`config.mk`:
```
export PLATFORM = sky130hd
export DESIGN_NAME = etr_extended_timer_regs
export DESIGN_NICKNAME = d
export VERILOG_FILES = /design/src/verilog/etr_pkg.sv /design/src/verilog/etr_extended_timer_regs.sv
export VERILOG_INCLUDE_DIRS = /design/src /design/src/verilog
export SDC_FILE = /design/constraint.sdc
export NUM_CORES = 1
export LEC_CHECK = 0
export BUFFER_PORTS_ARGS = -buffer_cell sky130_fd_sc_hd__buf_2
export CAP_MARGIN = 20
export CORE_ASPECT_RATIO = 1.2
export CORE_MARGIN = 2
export CORE_UTILIZATION = 30
export CTS_CLUSTER_SIZE = 30
export DETAILED_ROUTE_END_ITERATION = 8
export PLACE_DENSITY = 0.58
export SLEW_MARGIN = 20
export SYNTH_ARGS = -nofsm -noshare
export SYNTH_HDL_FRONTEND = slang
export SYNTH_SLANG_ARGS = --single-unit
```
`constraint.sdc`:
```
create_clock -name mclk -period 2 [get_ports mclk]
set_input_delay 0.4 -clock mclk [delete_from_list [all_inputs] [get_ports mclk]]
set_output_delay 0.4 -clock mclk [all_outputs]
set_load 0.02 [all_outputs]
```
`src/verilog/etr_defs.svh`:
```
// Purpose: offsets, field positions and reset values of the extended timer registers
// Assumes: byte-wide register port, 8-bit register index
// Notes:   definitions only
`ifndef ETR_DEFS_SVH
`define ETR_DEFS_SVH

// =====================================================================
// register offsets
`define ETR_CAP1_HI_OFS   8'hf0
`define ETR_CAP1_LO_OFS   8'hf1
`define ETR_CAP2_HI_OFS   8'hf2
`define ETR_CAP2_LO_OFS   8'hf3
`define ETR_CNT_HI_OFS    8'hf4
`define ETR_CNT_LO_OFS    8'hf5
`define ETR_ACNT_HI_OFS   8'hf6
`define ETR_ACNT_LO_OFS   8'hf7
`define ETR_CMP1_HI_OFS   8'hf8
`define ETR_CMP1_LO_OFS   8'hf9
`define ETR_CMP2_HI_OFS   8'hfa
`define ETR_CMP2_LO_OFS   8'hfb
`define ETR_CTRL1_OFS     8'hfc
`define ETR_CTRL2_OFS     8'hfd
`define ETR_FLAGS_OFS     8'hfe

// =====================================================================
// reset values and counter limits
`define ETR_CNT_RST       16'hfffc
`define ETR_CMP_HI_RST    8'h80
`define ETR_CMP_LO_RST    8'h00
`define ETR_CTRL_RST      8'h00
`define ETR_CNT_TOP       16'hffff
`define ETR_CNT_WRAP      16'h0000

// =====================================================================
// interrupt_and_level_control fields
`define ETR_C1_CAP_IE     7
`define ETR_C1_CMP_IE     6
`define ETR_C1_OVF_IE     5
`define ETR_C1_FORCE2     4
`define ETR_C1_FORCE1     3
`define ETR_C1_LEVEL2     2
`define ETR_C1_CAP1_EDGE  1
`define ETR_C1_LEVEL1     0

// =====================================================================
// mode_and_clock_control fields
`define ETR_C2_PIN1_EN    7
`define ETR_C2_PIN2_EN    6
`define ETR_C2_ONE_PULSE  5
`define ETR_C2_PWM        4
`define ETR_C2_CLK_HI     3
`define ETR_C2_CLK_LO     2
`define ETR_C2_CAP2_EDGE  1
`define ETR_C2_EXT_EDGE   0

// =====================================================================
// event_flags fields
`define ETR_F_CAP1        7
`define ETR_F_CMP1        6
`define ETR_F_OVF         5
`define ETR_F_CAP2        4
`define ETR_F_CMP2        3

// =====================================================================
// prescaler terminal counts (divide minus one)
`define ETR_DIV2_LAST     3'h1
`define ETR_DIV4_LAST     3'h3
`define ETR_DIV8_LAST     3'h7

`endif

```
`src/verilog/etr_pkg.sv`:
```
// Purpose: types shared by the extended timer
// Assumes: nothing
// Notes:   constants live in etr_defs.svh
package etr_pkg;

  // =====================================================================
  // counter clock source
  typedef enum logic [1:0] {
    CLK_DIV4 = 2'h0,
    CLK_DIV2 = 2'h1,
    CLK_DIV8 = 2'h2,
    CLK_EXT  = 2'h3
  } etr_clk_sel_t;

  // =====================================================================
  // single pulse sequencer
  typedef enum logic [1:0] {
    PULSE_IDLE   = 2'h1,
    PULSE_ACTIVE = 2'h2
  } etr_pulse_t;

endpackage
```
`src/verilog/etr_extended_timer_regs.sv`:
```
// Purpose: 16-bit free-running timer, two captures, two compares, byte register file
// Assumes: core clock mclk, synchronous reset_n, one register access per strobe
// Notes:   read data appears the cycle after regRead
`timescale 1ns/100ps
`include "etr_defs.svh"

module etr_extended_timer_regs (
  input  wire logic       mclk,
  input  wire logic       reset_n,
  input  wire logic [7:0] regAddr,
  input  wire logic       regWrite,
  input  wire logic       regRead,
  input  wire logic [7:0] regWdata,
  output logic      [7:0] regRdata,
  input  wire logic       captureInPinOne,
  input  wire logic       captureInPinTwo,
  input  wire logic       externalTimerClockPin,
  output logic            compareOutPinOne,
  output logic            compareOutPinTwo,
  output logic            compareOnePinEnable,
  output logic            compareTwoPinEnable,
  output logic            timerIrq
);

  // =====================================================================
  // registers
  logic [15:0] count_r;
  logic [15:0] captureValueOne_r;
  logic [15:0] captureValueTwo_r;
  logic [7:0]  cmpOneHi_r;
  logic [7:0]  cmpOneLo_r;
  logic [7:0]  cmpTwoHi_r;
  logic [7:0]  cmpTwoLo_r;
  logic [7:0]  ctrl1_r;
  logic [7:0]  ctrl2_r;
  logic [4:0]  flags_r;
  logic [4:0]  armed_r;
  logic        cmpOneHold_r;
  logic        cmpTwoHold_r;
  logic [2:0]  prescale_r;
  logic        moved_r;
  logic [2:0]  extSync_r;
  logic [2:0]  capOneSync_r;
  logic [2:0]  capTwoSync_r;
  etr_pkg::etr_pulse_t pulseState_r;
  etr_pkg::etr_pulse_t pulseState_nxt;

  // =====================================================================
  // register decode
  wire access      = regWrite | regRead;
  wire wrCntLo     = regWrite && (regAddr == `ETR_CNT_LO_OFS);
  wire wrAcntLo    = regWrite && (regAddr == `ETR_ACNT_LO_OFS);
  wire wrCmpOneHi  = regWrite && (regAddr == `ETR_CMP1_HI_OFS);
  wire wrCmpOneLo  = regWrite && (regAddr == `ETR_CMP1_LO_OFS);
  wire wrCmpTwoHi  = regWrite && (regAddr == `ETR_CMP2_HI_OFS);
  wire wrCmpTwoLo  = regWrite && (regAddr == `ETR_CMP2_LO_OFS);
  wire wrCtrl1     = regWrite && (regAddr == `ETR_CTRL1_OFS);
  wire wrCtrl2     = regWrite && (regAddr == `ETR_CTRL2_OFS);
  wire rdFlags     = regRead && (regAddr == `ETR_FLAGS_OFS);

  // low-byte accesses that may clear a flag armed by a status read
  wire [4:0] lowTouch;
  assign lowTouch[0] = access && (regAddr == `ETR_CMP2_LO_OFS);
  assign lowTouch[1] = access && (regAddr == `ETR_CAP2_LO_OFS);
  assign lowTouch[2] = access && (regAddr == `ETR_CNT_LO_OFS);
  assign lowTouch[3] = access && (regAddr == `ETR_CMP1_LO_OFS);
  assign lowTouch[4] = access && (regAddr == `ETR_CAP1_LO_OFS);

  // =====================================================================
  // mode decode
  wire pwmMode      = ctrl2_r[`ETR_C2_PWM];
  wire onePulseMode = ctrl2_r[`ETR_C2_ONE_PULSE] & ~pwmMode;
  wire pinOneEn     = ctrl2_r[`ETR_C2_PIN1_EN];
  wire pinTwoEn     = ctrl2_r[`ETR_C2_PIN2_EN];
  wire [1:0] clkSelBits = ctrl2_r[`ETR_C2_CLK_HI:`ETR_C2_CLK_LO];
  etr_pkg::etr_clk_sel_t clkSel;
  assign clkSel = etr_pkg::etr_clk_sel_t'(clkSelBits);

  // =====================================================================
  // counter clock: prescaler or synchronised external pin
  // first stage feeds only the second; edges come from stages two and three
  // pin must hold each level for more than one mclk period or edges are lost
  wire extRise  = extSync_r[1] & ~extSync_r[2];
  wire extFall  = ~extSync_r[1] & extSync_r[2];
  wire extEdge  = ctrl2_r[`ETR_C2_EXT_EDGE] ? extRise : extFall;
  wire [2:0] divLast = (clkSel == etr_pkg::CLK_DIV2) ? `ETR_DIV2_LAST :
                       (clkSel == etr_pkg::CLK_DIV8) ? `ETR_DIV8_LAST :
                                                       `ETR_DIV4_LAST;
  wire preTick  = (prescale_r >= divLast);
  wire tick     = (clkSel == etr_pkg::CLK_EXT) ? extEdge : preTick;
  wire [2:0] prescale_nxt = preTick ? 3'h0 : prescale_r + 3'h1;

  // =====================================================================
  // capture edges
  wire capOneRise = capOneSync_r[1] & ~capOneSync_r[2];
  wire capOneFall = ~capOneSync_r[1] & capOneSync_r[2];
  wire capTwoRise = capTwoSync_r[1] & ~capTwoSync_r[2];
  wire capTwoFall = ~capTwoSync_r[1] & capTwoSync_r[2];
  wire capOneHit  = ctrl1_r[`ETR_C1_CAP1_EDGE] ? capOneRise : capOneFall;
  wire capTwoHit  = ctrl2_r[`ETR_C2_CAP2_EDGE] ? capTwoRise : capTwoFall;

  // =====================================================================
  // compares: judged on the counter value just reached, so one hit per tick
  // hold masks a half-written value: write high byte first, then low
  wire [15:0] cmpOne = {cmpOneHi_r, cmpOneLo_r};
  wire [15:0] cmpTwo = {cmpTwoHi_r, cmpTwoLo_r};
  wire cmpOneHit = moved_r && !cmpOneHold_r && (count_r == cmpOne);
  wire cmpTwoHit = moved_r && !cmpTwoHold_r && (count_r == cmpTwo);
  wire overflow  = tick && (count_r == `ETR_CNT_TOP);

  // prescaler keeps its phase on restart, so the first tick may come early
  // restart: software write, pulse-width period end, or single pulse trigger
  wire pulseStart = onePulseMode && capOneHit;
  wire restart    = wrCntLo || wrAcntLo
                    || (pwmMode && cmpTwoHit)
                    || pulseStart;
  wire [15:0] count_nxt = restart ? `ETR_CNT_RST :
                          tick    ? count_r + 16'h0001 :
                                    count_r;

  // =====================================================================
  // flags: set wins over clear; compare flags stay quiet in pulse-width mode
  wire [4:0] flagSet;
  assign flagSet[0] = cmpTwoHit && !pwmMode;
  assign flagSet[1] = capTwoHit;
  assign flagSet[2] = overflow;
  assign flagSet[3] = cmpOneHit && !pwmMode;
  assign flagSet[4] = capOneHit;

  logic [4:0] flags_nxt;
  logic [4:0] armed_nxt;
  // only flags set at the status read are armed; a later event survives
  genvar g;
  generate
    for (g = 0; g < 5; g = g + 1)
    begin : gFlag
      wire clearIt = armed_r[g] && lowTouch[g];
      assign flags_nxt[g] = flagSet[g] | (flags_r[g] & ~clearIt);
      assign armed_nxt[g] = rdFlags ? flags_r[g] : (armed_r[g] & ~lowTouch[g]);
    end
  endgenerate

  wire [7:0] flagsView = {flags_r[4], flags_r[3], flags_r[2], flags_r[1], flags_r[0], 3'h0};

  // =====================================================================
  // interrupt request
  // each enable gates its own flags; the request is a level, not a pulse
  wire capReq  = ctrl1_r[`ETR_C1_CAP_IE] && (flags_r[4] || flags_r[1]);
  wire cmpReq  = ctrl1_r[`ETR_C1_CMP_IE] && (flags_r[3] || flags_r[0]);
  wire ovfReq  = ctrl1_r[`ETR_C1_OVF_IE] && flags_r[2];
  wire irq_nxt = capReq || cmpReq || ovfReq;

  // =====================================================================
  // single pulse sequencer
  always_comb
  begin
    pulseState_nxt = pulseState_r;
    case (pulseState_r)
      etr_pkg::PULSE_IDLE:
        if (pulseStart)
          pulseState_nxt = etr_pkg::PULSE_ACTIVE;
      etr_pkg::PULSE_ACTIVE:
        if (!onePulseMode || cmpOneHit)
          pulseState_nxt = etr_pkg::PULSE_IDLE;
      default:
        pulseState_nxt = etr_pkg::PULSE_IDLE;
    endcase
  end

  // =====================================================================
  // compare pins; a force written with its level takes the new level
  wire forceOne = wrCtrl1 && regWdata[`ETR_C1_FORCE1];
  wire forceTwo = wrCtrl1 && regWdata[`ETR_C1_FORCE2];
  wire endPulse = cmpOneHit && (pwmMode || pulseState_r == etr_pkg::PULSE_ACTIVE);
  wire beginPulse = (pwmMode && cmpTwoHit) || pulseStart;
  // plain compare action; single pulse owns pin one while selected
  wire plainOne   = cmpOneHit && pinOneEn && !onePulseMode;
  wire plainTwo   = cmpTwoHit && pinTwoEn;
  wire pinOne_nxt = forceOne   ? regWdata[`ETR_C1_LEVEL1] :
                    beginPulse ? ctrl1_r[`ETR_C1_LEVEL2] :
                    endPulse   ? ctrl1_r[`ETR_C1_LEVEL1] :
                    plainOne   ? ctrl1_r[`ETR_C1_LEVEL1] :
                                 compareOutPinOne;
  wire pinTwo_nxt = forceTwo   ? regWdata[`ETR_C1_LEVEL2] :
                    plainTwo   ? ctrl1_r[`ETR_C1_LEVEL2] :
                                 compareOutPinTwo;

  // =====================================================================
  // read mux; counter high is live, so read low right after high for a pair
  wire [7:0] rd_nxt =
    (regAddr == `ETR_CAP1_HI_OFS) ? captureValueOne_r[15:8] :
    (regAddr == `ETR_CAP1_LO_OFS) ? captureValueOne_r[7:0] :
    (regAddr == `ETR_CAP2_HI_OFS) ? captureValueTwo_r[15:8] :
    (regAddr == `ETR_CAP2_LO_OFS) ? captureValueTwo_r[7:0] :
    (regAddr == `ETR_CNT_HI_OFS || regAddr == `ETR_ACNT_HI_OFS) ? count_r[15:8] :
    (regAddr == `ETR_CNT_LO_OFS || regAddr == `ETR_ACNT_LO_OFS) ? count_r[7:0] :
    (regAddr == `ETR_CMP1_HI_OFS) ? cmpOneHi_r :
    (regAddr == `ETR_CMP1_LO_OFS) ? cmpOneLo_r :
    (regAddr == `ETR_CMP2_HI_OFS) ? cmpTwoHi_r :
    (regAddr == `ETR_CMP2_LO_OFS) ? cmpTwoLo_r :
    (regAddr == `ETR_CTRL1_OFS)   ? (ctrl1_r & 8'he7) :
    (regAddr == `ETR_CTRL2_OFS)   ? ctrl2_r :
    (regAddr == `ETR_FLAGS_OFS)   ? flagsView :
                                    8'h00;

  // =====================================================================
  // counter, prescaler and synchronisers
  always_ff @(posedge mclk)
  begin
    if (!reset_n)
    begin
      count_r      <= `ETR_CNT_RST;
      prescale_r   <= 3'h0;
      moved_r      <= 1'b0;
      extSync_r    <= 3'h0;
      capOneSync_r <= 3'h0;
      capTwoSync_r <= 3'h0;
      pulseState_r <= etr_pkg::PULSE_IDLE;
    end
    else
    begin
      count_r      <= count_nxt;
      prescale_r   <= (clkSel == etr_pkg::CLK_EXT) ? 3'h0 : prescale_nxt;
      moved_r      <= tick && !restart;
      extSync_r    <= {extSync_r[1:0], externalTimerClockPin};
      capOneSync_r <= {capOneSync_r[1:0], captureInPinOne};
      capTwoSync_r <= {capTwoSync_r[1:0], captureInPinTwo};
      pulseState_r <= pulseState_nxt;
    end
  end

  // =====================================================================
  // captures and flags
  always_ff @(posedge mclk)
  begin
    if (!reset_n)
    begin
      captureValueOne_r <= 16'h0000;
      captureValueTwo_r <= 16'h0000;
      flags_r           <= 5'h00;
      armed_r           <= 5'h00;
    end
    else
    begin
      if (capOneHit)
        captureValueOne_r <= count_r;
      if (capTwoHit)
        captureValueTwo_r <= count_r;
      flags_r <= flags_nxt;
      armed_r <= armed_nxt;
    end
  end

  // =====================================================================
  // software registers
  always_ff @(posedge mclk)
  begin
    if (!reset_n)
    begin
      cmpOneHi_r   <= `ETR_CMP_HI_RST;
      cmpOneLo_r   <= `ETR_CMP_LO_RST;
      cmpTwoHi_r   <= `ETR_CMP_HI_RST;
      cmpTwoLo_r   <= `ETR_CMP_LO_RST;
      ctrl1_r      <= `ETR_CTRL_RST;
      ctrl2_r      <= `ETR_CTRL_RST;
      cmpOneHold_r <= 1'b0;
      cmpTwoHold_r <= 1'b0;
    end
    else
    begin
      if (wrCmpOneHi)
        cmpOneHi_r <= regWdata;
      if (wrCmpOneLo)
        cmpOneLo_r <= regWdata;
      if (wrCmpTwoHi)
        cmpTwoHi_r <= regWdata;
      if (wrCmpTwoLo)
        cmpTwoLo_r <= regWdata;
      if (wrCtrl1)
        ctrl1_r <= regWdata;
      if (wrCtrl2)
        ctrl2_r <= regWdata;
      cmpOneHold_r <= wrCmpOneHi | (cmpOneHold_r & ~wrCmpOneLo);
      cmpTwoHold_r <= wrCmpTwoHi | (cmpTwoHold_r & ~wrCmpTwoLo);
    end
  end

  // =====================================================================
  // outputs
  // read data holds between reads; pins hold between events
  always_ff @(posedge mclk)
  begin
    if (!reset_n)
    begin
      regRdata            <= 8'h00;
      compareOutPinOne    <= 1'b0;
      compareOutPinTwo    <= 1'b0;
      compareOnePinEnable <= 1'b0;
      compareTwoPinEnable <= 1'b0;
      timerIrq            <= 1'b0;
    end
    else
    begin
      if (regRead)
        regRdata <= rd_nxt;
      compareOutPinOne    <= pinOne_nxt;
      compareOutPinTwo    <= pinTwo_nxt;
      compareOnePinEnable <= pinOneEn;
      compareTwoPinEnable <= pinTwoEn;
      timerIrq            <= irq_nxt;
    end
  end

endmodule

```
==> reports/results.tsv, run 1 <==
stage	metric	value	unit
grt	grt total ovfl	0	
min_path	HP Class	input pin to flop	
detailed_routing	initial DRC count	431	
layout	diode count	0	
critical_path	CP cell instances	buf_4, xnor2_1, nand4_1, nor3_1, buf_4, o311ai_0, mux2i_1, o21ai_1	
timing	Max Freq	528	MHz
grt	GRT Util Overall	17.8	%
synthesis	number of synthesized register bits	134	
clock_tree	clock root cell	clkbuf_16	
grt	vias in the first global route	5718	
timing	RSZ-0062 raised after global routing	false	
critical_path	CP most frequent cell	buf_4	
timing	hold violation count in the final report	0	
layout	Final Cell Area	8280	µm²
timing	Setup Skew	5.93	ps
flow_run	MaxCap Viol Count	0	
placement	pre-CTS setup slack	-83.7	ps
floorplanning	I/O pins	36	
critical_path	CP Data Required Time	2320	ps
layout	post-layout utilization of the core	38.2	%
detailed_routing	total wire length	20400	µm
timing	Worst Hold Slack	178	ps
placement	placed inst area	7610	µm²
timing	setup TNS	0	ps
synthesis	largest family of logic cells by synthesized area	simple AND/OR/NAND/NOR gates	
grt	first-pass GRT wire length	32000	µm
placement	# placed instances	1091	
synthesis	register area share after synthesis	40.5	%
floorplanning	Die Ht	167	µm
synthesis	Syn Nets	771	
status	outcome	completed	
critical_path	CP arrival	2210	ps
critical_path	Critical Path Start Type	flop	
clock_tree	worst-skew pair later-pin latency	430	ps
critical_path	Slowest-stage cell, CP	dfxtp_1	
critical_path	Critical Path Max Stage Delay	420	ps
synthesis	Synth cell types	66	
timing	worst relative slew slack	56.3	%
grt	initial antenna violation count	0	
detailed_routing	drt pass-1 iters	5	
critical_path	CP endpoint kind	flop	
synthesis	simple-gate share of the synthesized area	21.5	%
detailed_routing	Post-route DRC	0	
synthesis	Yosys top cell area share	40.5	%
clock_tree	CTS max path bufs	2	
power_and_ir_drop	maximum vdd drop	0.555	mV
floorplanning	die area	23300	µm²
placement	post-DP HPWL	15400	µm
synthesis	Synth Area in Compound Gates	11.4	%
synthesis	gate count of the mapped netlist	744	
synthesis	syn avg cell area	8.91	µm²
clock_tree	CTS HTree Levels	4	
layout	layout cells sized above 1	24.9	%
floorplanning	Starting Density	30.6	%
timing	final setup margin	106	ps
timing	Pins Over Slew Limit	0	
grt	pin count of the biggest net entering global routing	63	
clock_tree	total CTS buffers	17	
synthesis	area leader, netlist	dfxtp_1	
timing	period utilization	94.7	%
detailed_routing	post-route ant nets	0	
power_and_ir_drop	Power Total	6.52	mW
floorplanning	Die Width	140	µm
timing	Worst Tran Pin Value	648	ps
clock_tree	clk sink count	134	
power_and_ir_drop	LEAKAGE	3.45	nW
clock_tree	CTS tree	yes	
synthesis	post-synthesis mux area share	14.1	%
timing	Period minus WS final	1890	ps
synthesis	Synth Area in Adders	0.755	%
detailed_routing	wire per inst	18.1	µm
power_and_ir_drop	pwr dens	787	nW/µm²
synthesis	Post-synth EDFFs	0	
synthesis	top cells by area, synth	dfxtp_1 40%, mux2i_1 13%, nor2_1 5.5%	
synthesis	area of the mapped netlist	6630	µm²
synthesis	post-synthesis xor/xnor area fraction	6.34	%
floorplanning	Rows	59	
synthesis	ys flop type	dfxtp_1	
detailed_routing	vias per inst	5.09	
detailed_routing	DR vias	5712	
critical_path	crit path kind	flop to flop	
synthesis	Yosys warning count	0	
layout	P&R area growth vs syn	24.9	%
synthesis	ys async rst share	0	%
critical_path	CP Max Fanout	3	
floorplanning	Core Region	21700	µm²
layout	Final Net Count	863	
placement	Buffers on Ports	35	
timing	final setup fails	0	
layout	Cell Count, Final, Fillers Out	1123	
placement	routability congestion estimate	0.916	
clock_tree	Clk pin slew, worst setup/hold paths	60	ps
==> cell type report <==
| cell class | instances | area (µm²) |
|---|---|---|
| clock inverter | 14 | 175 |
| timing repair buffer | 133 | 965 |
| clock buffer | 18 | 439 |
| fill | 2214 | 13400 |
| inverter | 9 | 33.8 |
| tap | 274 | 343 |
| sequential | 134 | 2690 |
| multi-input combinational | 541 | 3640 |
==> synth_stat cells, types with 5 or more instances <==
cell type,n
a21oi_1,38
a31oi_1,8
and2_1,14
and3_1,6
buf_2,28
buf_4,5
buf_6,7
clkbuf_1,19
dfxtp_1,134
inv_1,7
mux2_2,5
mux2i_1,83
nand2_1,56
nand2_2,10
nand2b_1,9
nand3_1,28
nand4_1,12
nor2_1,97
nor2b_1,13
nor3_1,10
o21ai_0,15
o22ai_1,8
xnor2_1,32
xor2_1,16
==> sequential cells by signal (all words and copies together) (netlist names), 5 cells and up <==
| name | count |
|---|---|
| flags_r | 5 |
| cmpOneHi_r | 8 |
| count_r | 16 |
| ctrl1_r | 6 |
| regRdata | 8 |
| captureValueTwo_r | 16 |
| armed_r | 5 |
| cmpTwoLo_r | 8 |
| captureValueOne_r | 16 |
| cmpTwoHi_r | 8 |
| cmpOneLo_r | 8 |
| ctrl2_r | 8 |
==> where the power goes <==
group	leakage (nW)	internal, mW	switching, mW
registers	1.08	2.73	0.0432
logic	2.08	0.205	0.298
clock network	0.293	2.00	1.24
total	3.45	4.93	1.58
==> final timing paths <==
path / from / endpoint / slack, ps / cells after the start
min: captureInPinOne / capOneSync_r[0]$_SDFF_PN0_ / 180 / 2
min reg2reg: extSync_r[0]$_SDFF_PN0_ / extSync_r[1]$_SDFF_PN0_ / 430 / 1
max: count_r[5]$_SDFFE_PP1P_ / compareOutPinOne$_SDFFE_PN0P_ / 110 / 8
max reg2reg: count_r[5]$_SDFFE_PP1P_ / compareOutPinOne$_SDFFE_PN0P_ / 110 / 8
==> repair_timing <==
item	4_1_cts	5_1_grt
endpoints found under the setup margin	17	19
pin swaps	0	3
hold buffers	0	0
buffers inserted	0	0
gates resized for setup	2	11
==> routing by layer <==
metal	GRT usage [%]	share of wire [%]
met2	28.8	47
met1	22.5	45
met3	3.71	4.6
met5	0	0
met4	8.57	3.8
==> cells by family after synthesis <==
logic type,Yosys count
adders and majority gates,4
and+or+nand+nor,284
AOI/OAI and AO/OA,115
DFF,134
muxes,90
xor gates and xnor gates,48
buffers and inverters,69
==> critical path, delay by kind of cell (launching register included) <==
family	cells	cell delay (ps)
xor+xnor	1	140
mux	1	220
simple gates	2	350
buf+inv	2	350
compound gates	2	310
flops	1	420
==> placed cells by master (no fill, tap or decap), drive strengths merged, types with 5 or more instances in the layout <==
cell    Yosys  final
and2       14     14
nand4      13     13
inv         9     11
o21ai      17     17
dfxtp     134    134
a31oi       8      8
a211oi      5      5
and3        6      6
nor2       98     98
a221oi      5      5
nand2      66     66
nand2b      9      9
clkbuf     20     18
buf        40    133
nand3      28     28
mux2        5      5
nor3       13     13
xnor2      32     32
clkinv      0      6
nor2b      13     13
xor2       16     16
o22ai       8      8
mux2i      83     83
a21oi      38     38
No activity file was read; power rests on OpenSTA's default activity.
==> inputs of run 2 (changes only) <==
Settings changed: CORE_ASPECT_RATIO 1.2 to default.
==> run 2 against run 1 <==
  * Clock skew increased by 2.6 ps
  * Sequential power about the same
  * Power decreased by 1.4%
  * Sequential share of layout area is essentially flat
  * Sequential cell count stayed put
  * Die area hardly changed
  * Critical path depth down 1
  * Count of clock-buffer cells in the layout is 1 lower
  * Clock power is 3% lower
  * Maximum frequency is 1.6% lower
  * Cell area rose by 0.41%
  * Critical path type unchanged
  * Largest power group unchanged
==> reports/results.tsv, run 2 (same netlist as run 1, synthesis figures left out) <==
stage	metric	value	unit	change
grt	GRT Util Overall	17.5	%	-0.26 points
power_and_ir_drop	Power Total	6.43	mW	-1.4%
timing	Setup Skew	8.54	ps	+2.62 ps
timing	Max Freq	520	MHz	-1.6%
placement	# placed instances	1099		+0.73%
min_path	hold path endpoint	capTwoSync_r[0]$_SDFF_PN0_		
clock_tree	worst-skew pair later-pin latency	430	ps	about the same
layout	Cell Count, Final, Fillers Out	1132		+0.80%
detailed_routing	Post-route DRC	0		unchanged
critical_path	CP Max Fanout	3		unchanged
critical_path	CP arrival	2240	ps	+30 ps
layout	P&R area growth vs syn	25.4	%	
power_and_ir_drop	Combinational Power Share	7.8	%	about the same
layout	leading registers by flop count	captureValueOne_r: 16 flops, captureValueTwo_r: 16 flops, count_r: 16 flops		
floorplanning	I/O pins	36		unchanged
floorplanning	Starting Density	30.5	%	-0.074 points
layout	commonest cells after routing, fill and taps aside	123 x dfxtp_1, 97 x nor2_1, 95 x buf_4, 83 x mux2i_1, 56 x nand2_1		
power_and_ir_drop	Int Power	4.80	mW	-2.7%
power_and_ir_drop	pwr dens	773	nW/µm²	-1.8%
floorplanning	Die Ht	153	µm	-8.5%
timing	hold violation count in the final report	0		unchanged
critical_path	CP Data Required Time	2320	ps	about the same
power_and_ir_drop	Psw	1.62	mW	+2.5%
grt	grt total ovfl	0		unchanged
timing	final setup fails	0		unchanged
critical_path	Critical Path Start Type	flop		
detailed_routing	wire per inst	17.9	µm	-1.0%
clock_tree	clk sink count	134		unchanged
timing	Worst Tran Pin Value	575	ps	-73.0 ps
layout	most common cell after layout, fill and taps aside	dfxtp_1		
floorplanning	Die Width	153	µm	+9.3%
grt	vias in the first global route	5628		-1.6%
grt	pin count of the biggest net entering global routing	58		-7.9%
timing	Pins Over Slew Limit	0		unchanged
clock_tree	CTS max path bufs	2		unchanged
detailed_routing	vias per inst	5.05		-0.66%
critical_path	CP endpoint kind	flop		
floorplanning	Rows	54		-8.5%
layout	layout cells sized above 1	26.2	%	+1.3 points
grt	initial antenna violation count	0		unchanged
detailed_routing	post-route ant nets	0		unchanged
timing	worst relative slew slack	61.4	%	+5.1 points
detailed_routing	DR vias	5720		+0.14%
layout	diode count	0		unchanged
min_path	WHS Path Cells	2		unchanged
critical_path	RR Endpoint	compareOutPinTwo$_SDFFE_PN0P_		
placement	Buffers on Ports	35		unchanged
timing	RSZ-0062 raised after global routing	false		
layout	number of fill cells	2232		+0.81%
clock_tree	clock root cell	clkbuf_16		
critical_path	origin of the critical flop-to-flop path	count_r[8]$_SDFFE_PP1P_		
clock_tree	# hold bufs at CTS	0		unchanged
grt	first-pass GRT wire length	31900	µm	-0.47%
critical_path	r2r worst-path depth	7		-1
detailed_routing	drt pass-1 iters	6		+1
placement	routability congestion estimate	0.970		+5.9%
floorplanning	die area	23300	µm²	about the same
min_path	HP Class	input pin to flop		
clock_tree	Clk pin slew, worst setup/hold paths	70	ps	about the same
critical_path	r2r setup slk	80	ps	-30 ps
status	outcome	completed		
clock_tree	CTS HTree Levels	4		unchanged
power_and_ir_drop	switch share	25.3	%	+0.96 points
clock_tree	total CTS buffers	17		unchanged
flow_run	MaxCap Viol Count	0		unchanged
timing	period utilization	96.2	%	+1.5 points
power_and_ir_drop	sequential share of power	43.2	%	+0.7 points
detailed_routing	total wire length	20300	µm	-0.23%
floorplanning	Core Region	21800	µm²	+0.24%
layout	Final Net Count	866		+0.35%
placement	post-DP HPWL	15300	µm	-0.38%
min_path	hold path start	captureInPinTwo		
power_and_ir_drop	Clk pwr share	49.0	%	-0.8 points
timing	Period minus WS final	1920	ps	+31.0 ps
power_and_ir_drop	maximum vdd drop	0.568	mV	+2.2%
critical_path	crit path kind	flop to flop		
detailed_routing	initial DRC count	488		+13%
clock_tree	CTS tree	yes		
power_and_ir_drop	LEAKAGE	3.44	nW	-0.29%
run 2: changes by cell type in the layout (fill, tap and decap cells not counted), moves of 2 or more:
cell      change
dfxtp_1       -9
dfxtp_2       +8
inv_6         +3
buf_4         +2
clkinv_4      -2
run 2: cell type report:
| cell class | count | area, µm² | area share (%) |
|---|---|---|---|
| Inverter | 9 | 33.8 | 0.406 |
| Multi-Input combinational cell | 541 | 3640 | 43.8 |
| Clock buffer | 17 | 425 | 5.12 |
| Tap cell | 280 | 350 | 4.21 |
| Clock inverter | 15 | 165 | 1.99 |
| Sequential cell | 134 | 2700 | 32.5 |
| Timing Repair Buffer | 136 | 1000 | 12.0 |
run 2: how the worst max path moves through the flow:
stage	from	end	cells past startpoint
3_3_place_gp	regAddr[6]	regRdata[7]$_SDFFE_PN0P_	7
6_report	count_r[8]$_SDFFE_PP1P_	compareOutPinTwo$_SDFFE_PN0P_	7
5_1_grt	count_r[8]$_SDFFE_PP1P_	compareOutPinTwo$_SDFFE_PN0P_	7
4_1_cts	ctrl2_r[2]$_SDFFE_PN0P_	count_r[5]$_SDFFE_PP1P_	9
3_5_place_dp	count_r[6]$_SDFFE_PP1P_	count_r[10]$_SDFFE_PP1P_	9
2_1_floorplan	ctrl2_r[2]$_SDFFE_PN0P_	count_r[14]$_SDFFE_PP1P_	8
run 2: worst max-delay path, cell delays in order, from the launching register on:
cell and delay [ps]:
dfxtp_1 360, buf_4 180, xor2_1 150, nor3_1 500, buf_4 220, nand3_1 140
mux2i_1 170, a21oi_1 80
run 2: per-stage QoR:
stage               area [µm²]  hold slack [ps]  setup TNS (ps)  util [%]  setup WS (ps)
finish                    8320              174               0      38.2           75.5
global route              8320              186               0      38.2           10.1
CTS                       8250              163               0      37.9           4.98
detailed placement        7640              420            -590      35.1          -53.1
global placement          7640              416            -451      35.1          -60.5
floorplan                 6630              412               0         -           93.5
run 2: power by group through the flow:
stage	combinational, mW	sequential [mW]	clock, mW
after global placement	0.484	2.83	0
final	0.504	2.77	3.15
after floorplan	0.309	2.82	0
after detailed placement	0.489	2.83	0
after global routing	0.551	2.78	3.32
after CTS	0.492	2.77	3.20
run 2: layer usage:
metal / up-vias / global-route usage [%] / share of wire, %
met3: 28 / 3.78 / 5.7
met4: 0 / 6.31 / 2.5
met2: 180 / 26.4 / 43
li1: 2793 / - / -
met1: 2719 / 24.7 / 49
met5: - / 0 / 0
run 2: repair_timing:
action / CTS / global route
gates resized for setup: 6 / 18
setup endpoints to repair: 18 / 17
endpoints found under the hold margin: 0 / 0
pin swaps: 0 / 4
setup buffers: 0 / 1
==> inputs of run 3 (changes only) <==
Settings changed: ABC_AREA from default to 1, BUFFER_PORTS_ARGS -buffer_cell sky130_fd_sc_hd__buf_2 to -buffer_cell sky130_fd_sc_hd__clkbuf_2, SKIP_LAST_GASP from default to 1.
==> run 3 against run 2 <==
  * Cell area fell by 4.8%
  * Count of clock-buffer cells in the layout increased by 1
  * Sequential cell count is the same
  * First-iteration DRC count rose by 19%
  * Largest power group unchanged
==> reports/results.tsv, run 3 <==
stage	metric	value	unit	change
status	outcome	completed		
power_and_ir_drop	switch share	24.5	%	-0.74 points
clock_tree	CTS HTree Levels	4		unchanged
power_and_ir_drop	LEAKAGE	3.40	nW	-1.4%
detailed_routing	total wire length	21000	µm	+3.2%
power_and_ir_drop	pwr dens	796	nW/µm²	+3.0%
synthesis	number of synthesized register bits	134		unchanged
synthesis	largest family of logic cells by synthesized area	simple AND/OR/NAND/NOR gates		
critical_path	CP endpoint kind	flop		
detailed_routing	initial DRC count	581		+19%
floorplanning	die area	22500	µm²	-3.5%
timing	Pins Over Slew Limit	0		unchanged
synthesis	Yosys top cell area share	41.9	%	+1.5 points
layout	P&R area growth vs syn	23.8	%	
synthesis	Synth cell types	40		-39%
min_path	HP Class	input pin to flop		
detailed_routing	wire per inst	16.0	µm	-11%
power_and_ir_drop	Psw	1.55	mW	-4.8%
grt	initial antenna violation count	0		unchanged
layout	Final Net Count	1046		+21%
synthesis	post-synthesis mux area share	0	%	-14 points
power_and_ir_drop	Power Total	6.30	mW	-1.9%
clock_tree	total CTS buffers	17		unchanged
layout	number of fill cells	2228		-0.18%
critical_path	Slowest-stage cell, CP	dfxtp_2		
grt	grt total ovfl	0		unchanged
timing	final setup fails	0		unchanged
synthesis	Syn Nets	961		+25%
timing	Worst Tran Pin Value	591	ps	+16.2 ps
synthesis	syn avg cell area	6.85	µm²	-23%
synthesis	most frequent cell after synthesis	nand2_1		
floorplanning	I/O pins	36		unchanged
floorplanning	Die Ht	150	µm	-1.8%
layout	diode count	0		unchanged
power_and_ir_drop	Int Power	4.76	mW	-0.96%
timing	Setup Skew	7.06	ps	-1.48 ps
floorplanning	Die Width	150	µm	-1.8%
timing	worst relative slew slack	60.6	%	-0.83 points
grt	vias in the first global route	5938		+5.5%
timing	hold violation count in the final report	0		unchanged
timing	final setup margin	50.4	ps	-25.0 ps
synthesis	ys flop type	dfxtp_1		
critical_path	CP most frequent cell	nand2_1		
synthesis	gate count of the mapped netlist	934		+26%
clock_tree	CTS max path bufs	2		unchanged
timing	RSZ-0062 raised after global routing	true		
floorplanning	Core Region	21000	µm²	-3.7%
synthesis	Yosys warning count	0		unchanged
layout	post-layout utilization of the core	37.8	%	-0.44 points
power_and_ir_drop	Clk pwr share	49.3	%	+0.3 points
layout	leading registers by flop count	captureValueOne_r: 16 flops, captureValueTwo_r: 16 flops, count_r: 16 flops		
synthesis	Synth Area in Adders	0.783	%	+0.028 points
layout	FF+latch area	2690	µm²	-0.46%
clock_tree	clk sink count	134		unchanged
grt	GRT Util Overall	19.4	%	+1.9 points
floorplanning	Starting Density	30.5	%	+0.036 points
synthesis	Synth Area in Compound Gates	18.2	%	+6.8 points
synthesis	ys async rst share	0	%	unchanged
synthesis	Post-synth EDFFs	0		unchanged
grt	pin count of the biggest net entering global routing	34		-41%
detailed_routing	post-route ant nets	0		unchanged
detailed_routing	vias per inst	4.86		-3.9%
clock_tree	# hold bufs at CTS	0		unchanged
power_and_ir_drop	maximum vdd drop	0.558	mV	-1.7%
synthesis	area of the mapped netlist	6390	µm²	-3.6%
critical_path	CP arrival	2270	ps	+30 ps
critical_path	Critical Path Max Stage Delay	320	ps	-180 ps
timing	Period minus WS final	1950	ps	+25.0 ps
timing	setup TNS	0	ps	unchanged
layout	layout cells sized above 1	17.9	%	-8.2 points
synthesis	commonest cells in the netlist	200 x nand2_1, 134 x dfxtp_1, 108 x a21oi_1		
critical_path	CP cell instances	inv_2, nand2_2, ha_4, nand3_2, nand2_1, nand2_1, nand2_2, buf_6, nand2_4, nor2_4, nand4_4, nor2_4, xor2_1, nand2_1		
power_and_ir_drop	sequential share of power	44.0	%	+0.8 points
synthesis	post-synthesis xor/xnor area fraction	2.33	%	-4.0 points
critical_path	crit path kind	flop to flop		
placement	pre-CTS setup slack	14.3	ps	+67.3 ps
detailed_routing	Post-route DRC	0		unchanged
power_and_ir_drop	Combinational Power Share	6.7	%	-1.1 points
placement	post-DP HPWL	15700	µm	+2.5%
floorplanning	Rows	53		-1.9%
clock_tree	Clk pin slew, worst setup/hold paths	60	ps	about the same
flow_run	MaxCap Viol Count	0		unchanged
timing	period utilization	97.5	%	+1.3 points
grt	first-pass GRT wire length	32800	µm	+3.0%
clock_tree	CTS tree	yes		
critical_path	Critical Path Start Type	flop		
synthesis	register area share after synthesis	41.9	%	+1.5 points
detailed_routing	drt pass-1 iters	5		-1
clock_tree	worst-skew pair later-pin latency	430	ps	about the same
layout	commonest cells after routing, fill and taps aside	199 x nand2_1, 131 x dfxtp_1, 108 x a21oi_1, 99 x inv_1, 85 x o21ai_0		
critical_path	CP bufs+invs	2		unchanged
placement	Buffers on Ports	35		unchanged
synthesis	simple-gate share of the synthesized area	26.9	%	+5.4 points
critical_path	Top delay family on crit path	simple AND/OR/NAND/NOR gates		
timing	Max Freq	513	MHz	-1.3%
detailed_routing	DR vias	6350		+11%
critical_path	CP Max Fanout	3		unchanged
clock_tree	clock root cell	clkbuf_16		
layout	most common cell after layout, fill and taps aside	nand2_1		
synthesis	area leader, netlist	dfxtp_1		
synthesis	top cells by area, synth	dfxtp_1 42%, nand2_1 12%, a21oi_1 8.5%		
critical_path	CP Data Required Time	2320	ps	about the same
layout	area occupied by multi-input gates	3120	µm²	-14%
placement	routability congestion estimate	0.922		-4.9%
==> run 3: cell count changes after synthesis, moves of 24 or more <==
| cell | change |
|---|---|
| nand2_1 | +144 |
| inv_1 | +94 |
| mux2i_1 | -83 |
| a21oi_1 | +70 |
| o21ai_0 | +70 |
| inv_2 | +25 |
| xnor2_1 | -24 |
==> run 3: path summary, 6_finish.rpt <==
kind | to | slack, ps | start | cells after the start
max reg2reg | count_r[13]$_SDFFE_PP1P_ | 50 | ctrl2_r[2]$_SDFFE_PN0P_ | 14
max | count_r[13]$_SDFFE_PP1P_ | 50 | ctrl2_r[2]$_SDFFE_PN0P_ | 14
min | capOneSync_r[0]$_SDFF_PN0_ | 160 | captureInPinOne | 3
min reg2reg | capTwoSync_r[1]$_SDFF_PN0_ | 410 | capTwoSync_r[0]$_SDFF_PN0_ | 2
==> run 3: power by group through the flow <==
| stage | combinational [mW] | sequential (mW) | clock, mW |
|---|---|---|---|
| final | 0.423 | 2.77 | 3.11 |
| after global placement | 0.396 | 2.83 | 0 |
| after detailed placement | 0.397 | 2.83 | 0 |
| after global routing | 0.474 | 2.78 | 3.29 |
| after CTS | 0.405 | 2.77 | 3.17 |
| after floorplan | 0.222 | 2.82 | 0 |
==> run 3: worst reg2reg max path: stages, from the launching register on <==
cell     delay, ps
dfxtp_2        320
inv_2           60
nand2_2         60
ha_4           260
nand3_2         70
nand2_1         60
nand2_1         70
nand2_2        130
buf_6          120
nand2_4         50
nor2_4         150
nand4_4        120
nor2_4         150
xor2_1         150
nand2_1         60
==> run 3: what timing repair did <==
action,in CTS,in global routing
pin swaps,1,11
hold endpoints to repair,0,0
resized for setup,0,15
endpoints found under the setup margin,1,12
setup buffers,1,2
cloned,0,0
==> run 3: routing by layer <==
metal / global-route usage [%] / wire length, µm / vias to the layer above
li1: - / - / 3219
met1: 26.1 / 9770 / 2918
met2: 31.3 / 9590 / 189
met3: 4.18 / 1240 / 24
met4: 5.47 / 352 / 0
met5: 0 / 0 / -
==> run 3: kinds of logic after synthesis <==
| kind of cell | after synthesis |
|---|---|
| fa+ha+maj | 4 |
| buf+inv | 163 |
| compound gates | 227 |
| simple gates | 389 |
| flops | 134 |
| xor+xnor | 17 |
==> run 3: area by class of cell <==
| cell class | count | share of cell area (%) |
|---|---|---|
| clock buffers | 18 | 5.55 |
| clock inverters | 14 | 1.90 |
| inverters | 129 | 6.11 |
| multi-input cells | 637 | 39.4 |
| flip-flops and latches | 134 | 33.9 |
| well taps | 275 | 4.35 |
| repair buffers | 100 | 8.74 |
==> run 3: metrics by stage <==
stage / instance area [µm²] / instances / hold slack, ps
floorplan: 6390 / 934 / 390
global placement: 7260 / 1272 / 401
detailed placement: 7260 / 1272 / 399
CTS: 7850 / 1305 / 144
global route: 7920 / 1307 / 161
finish: 7920 / 1307 / 158
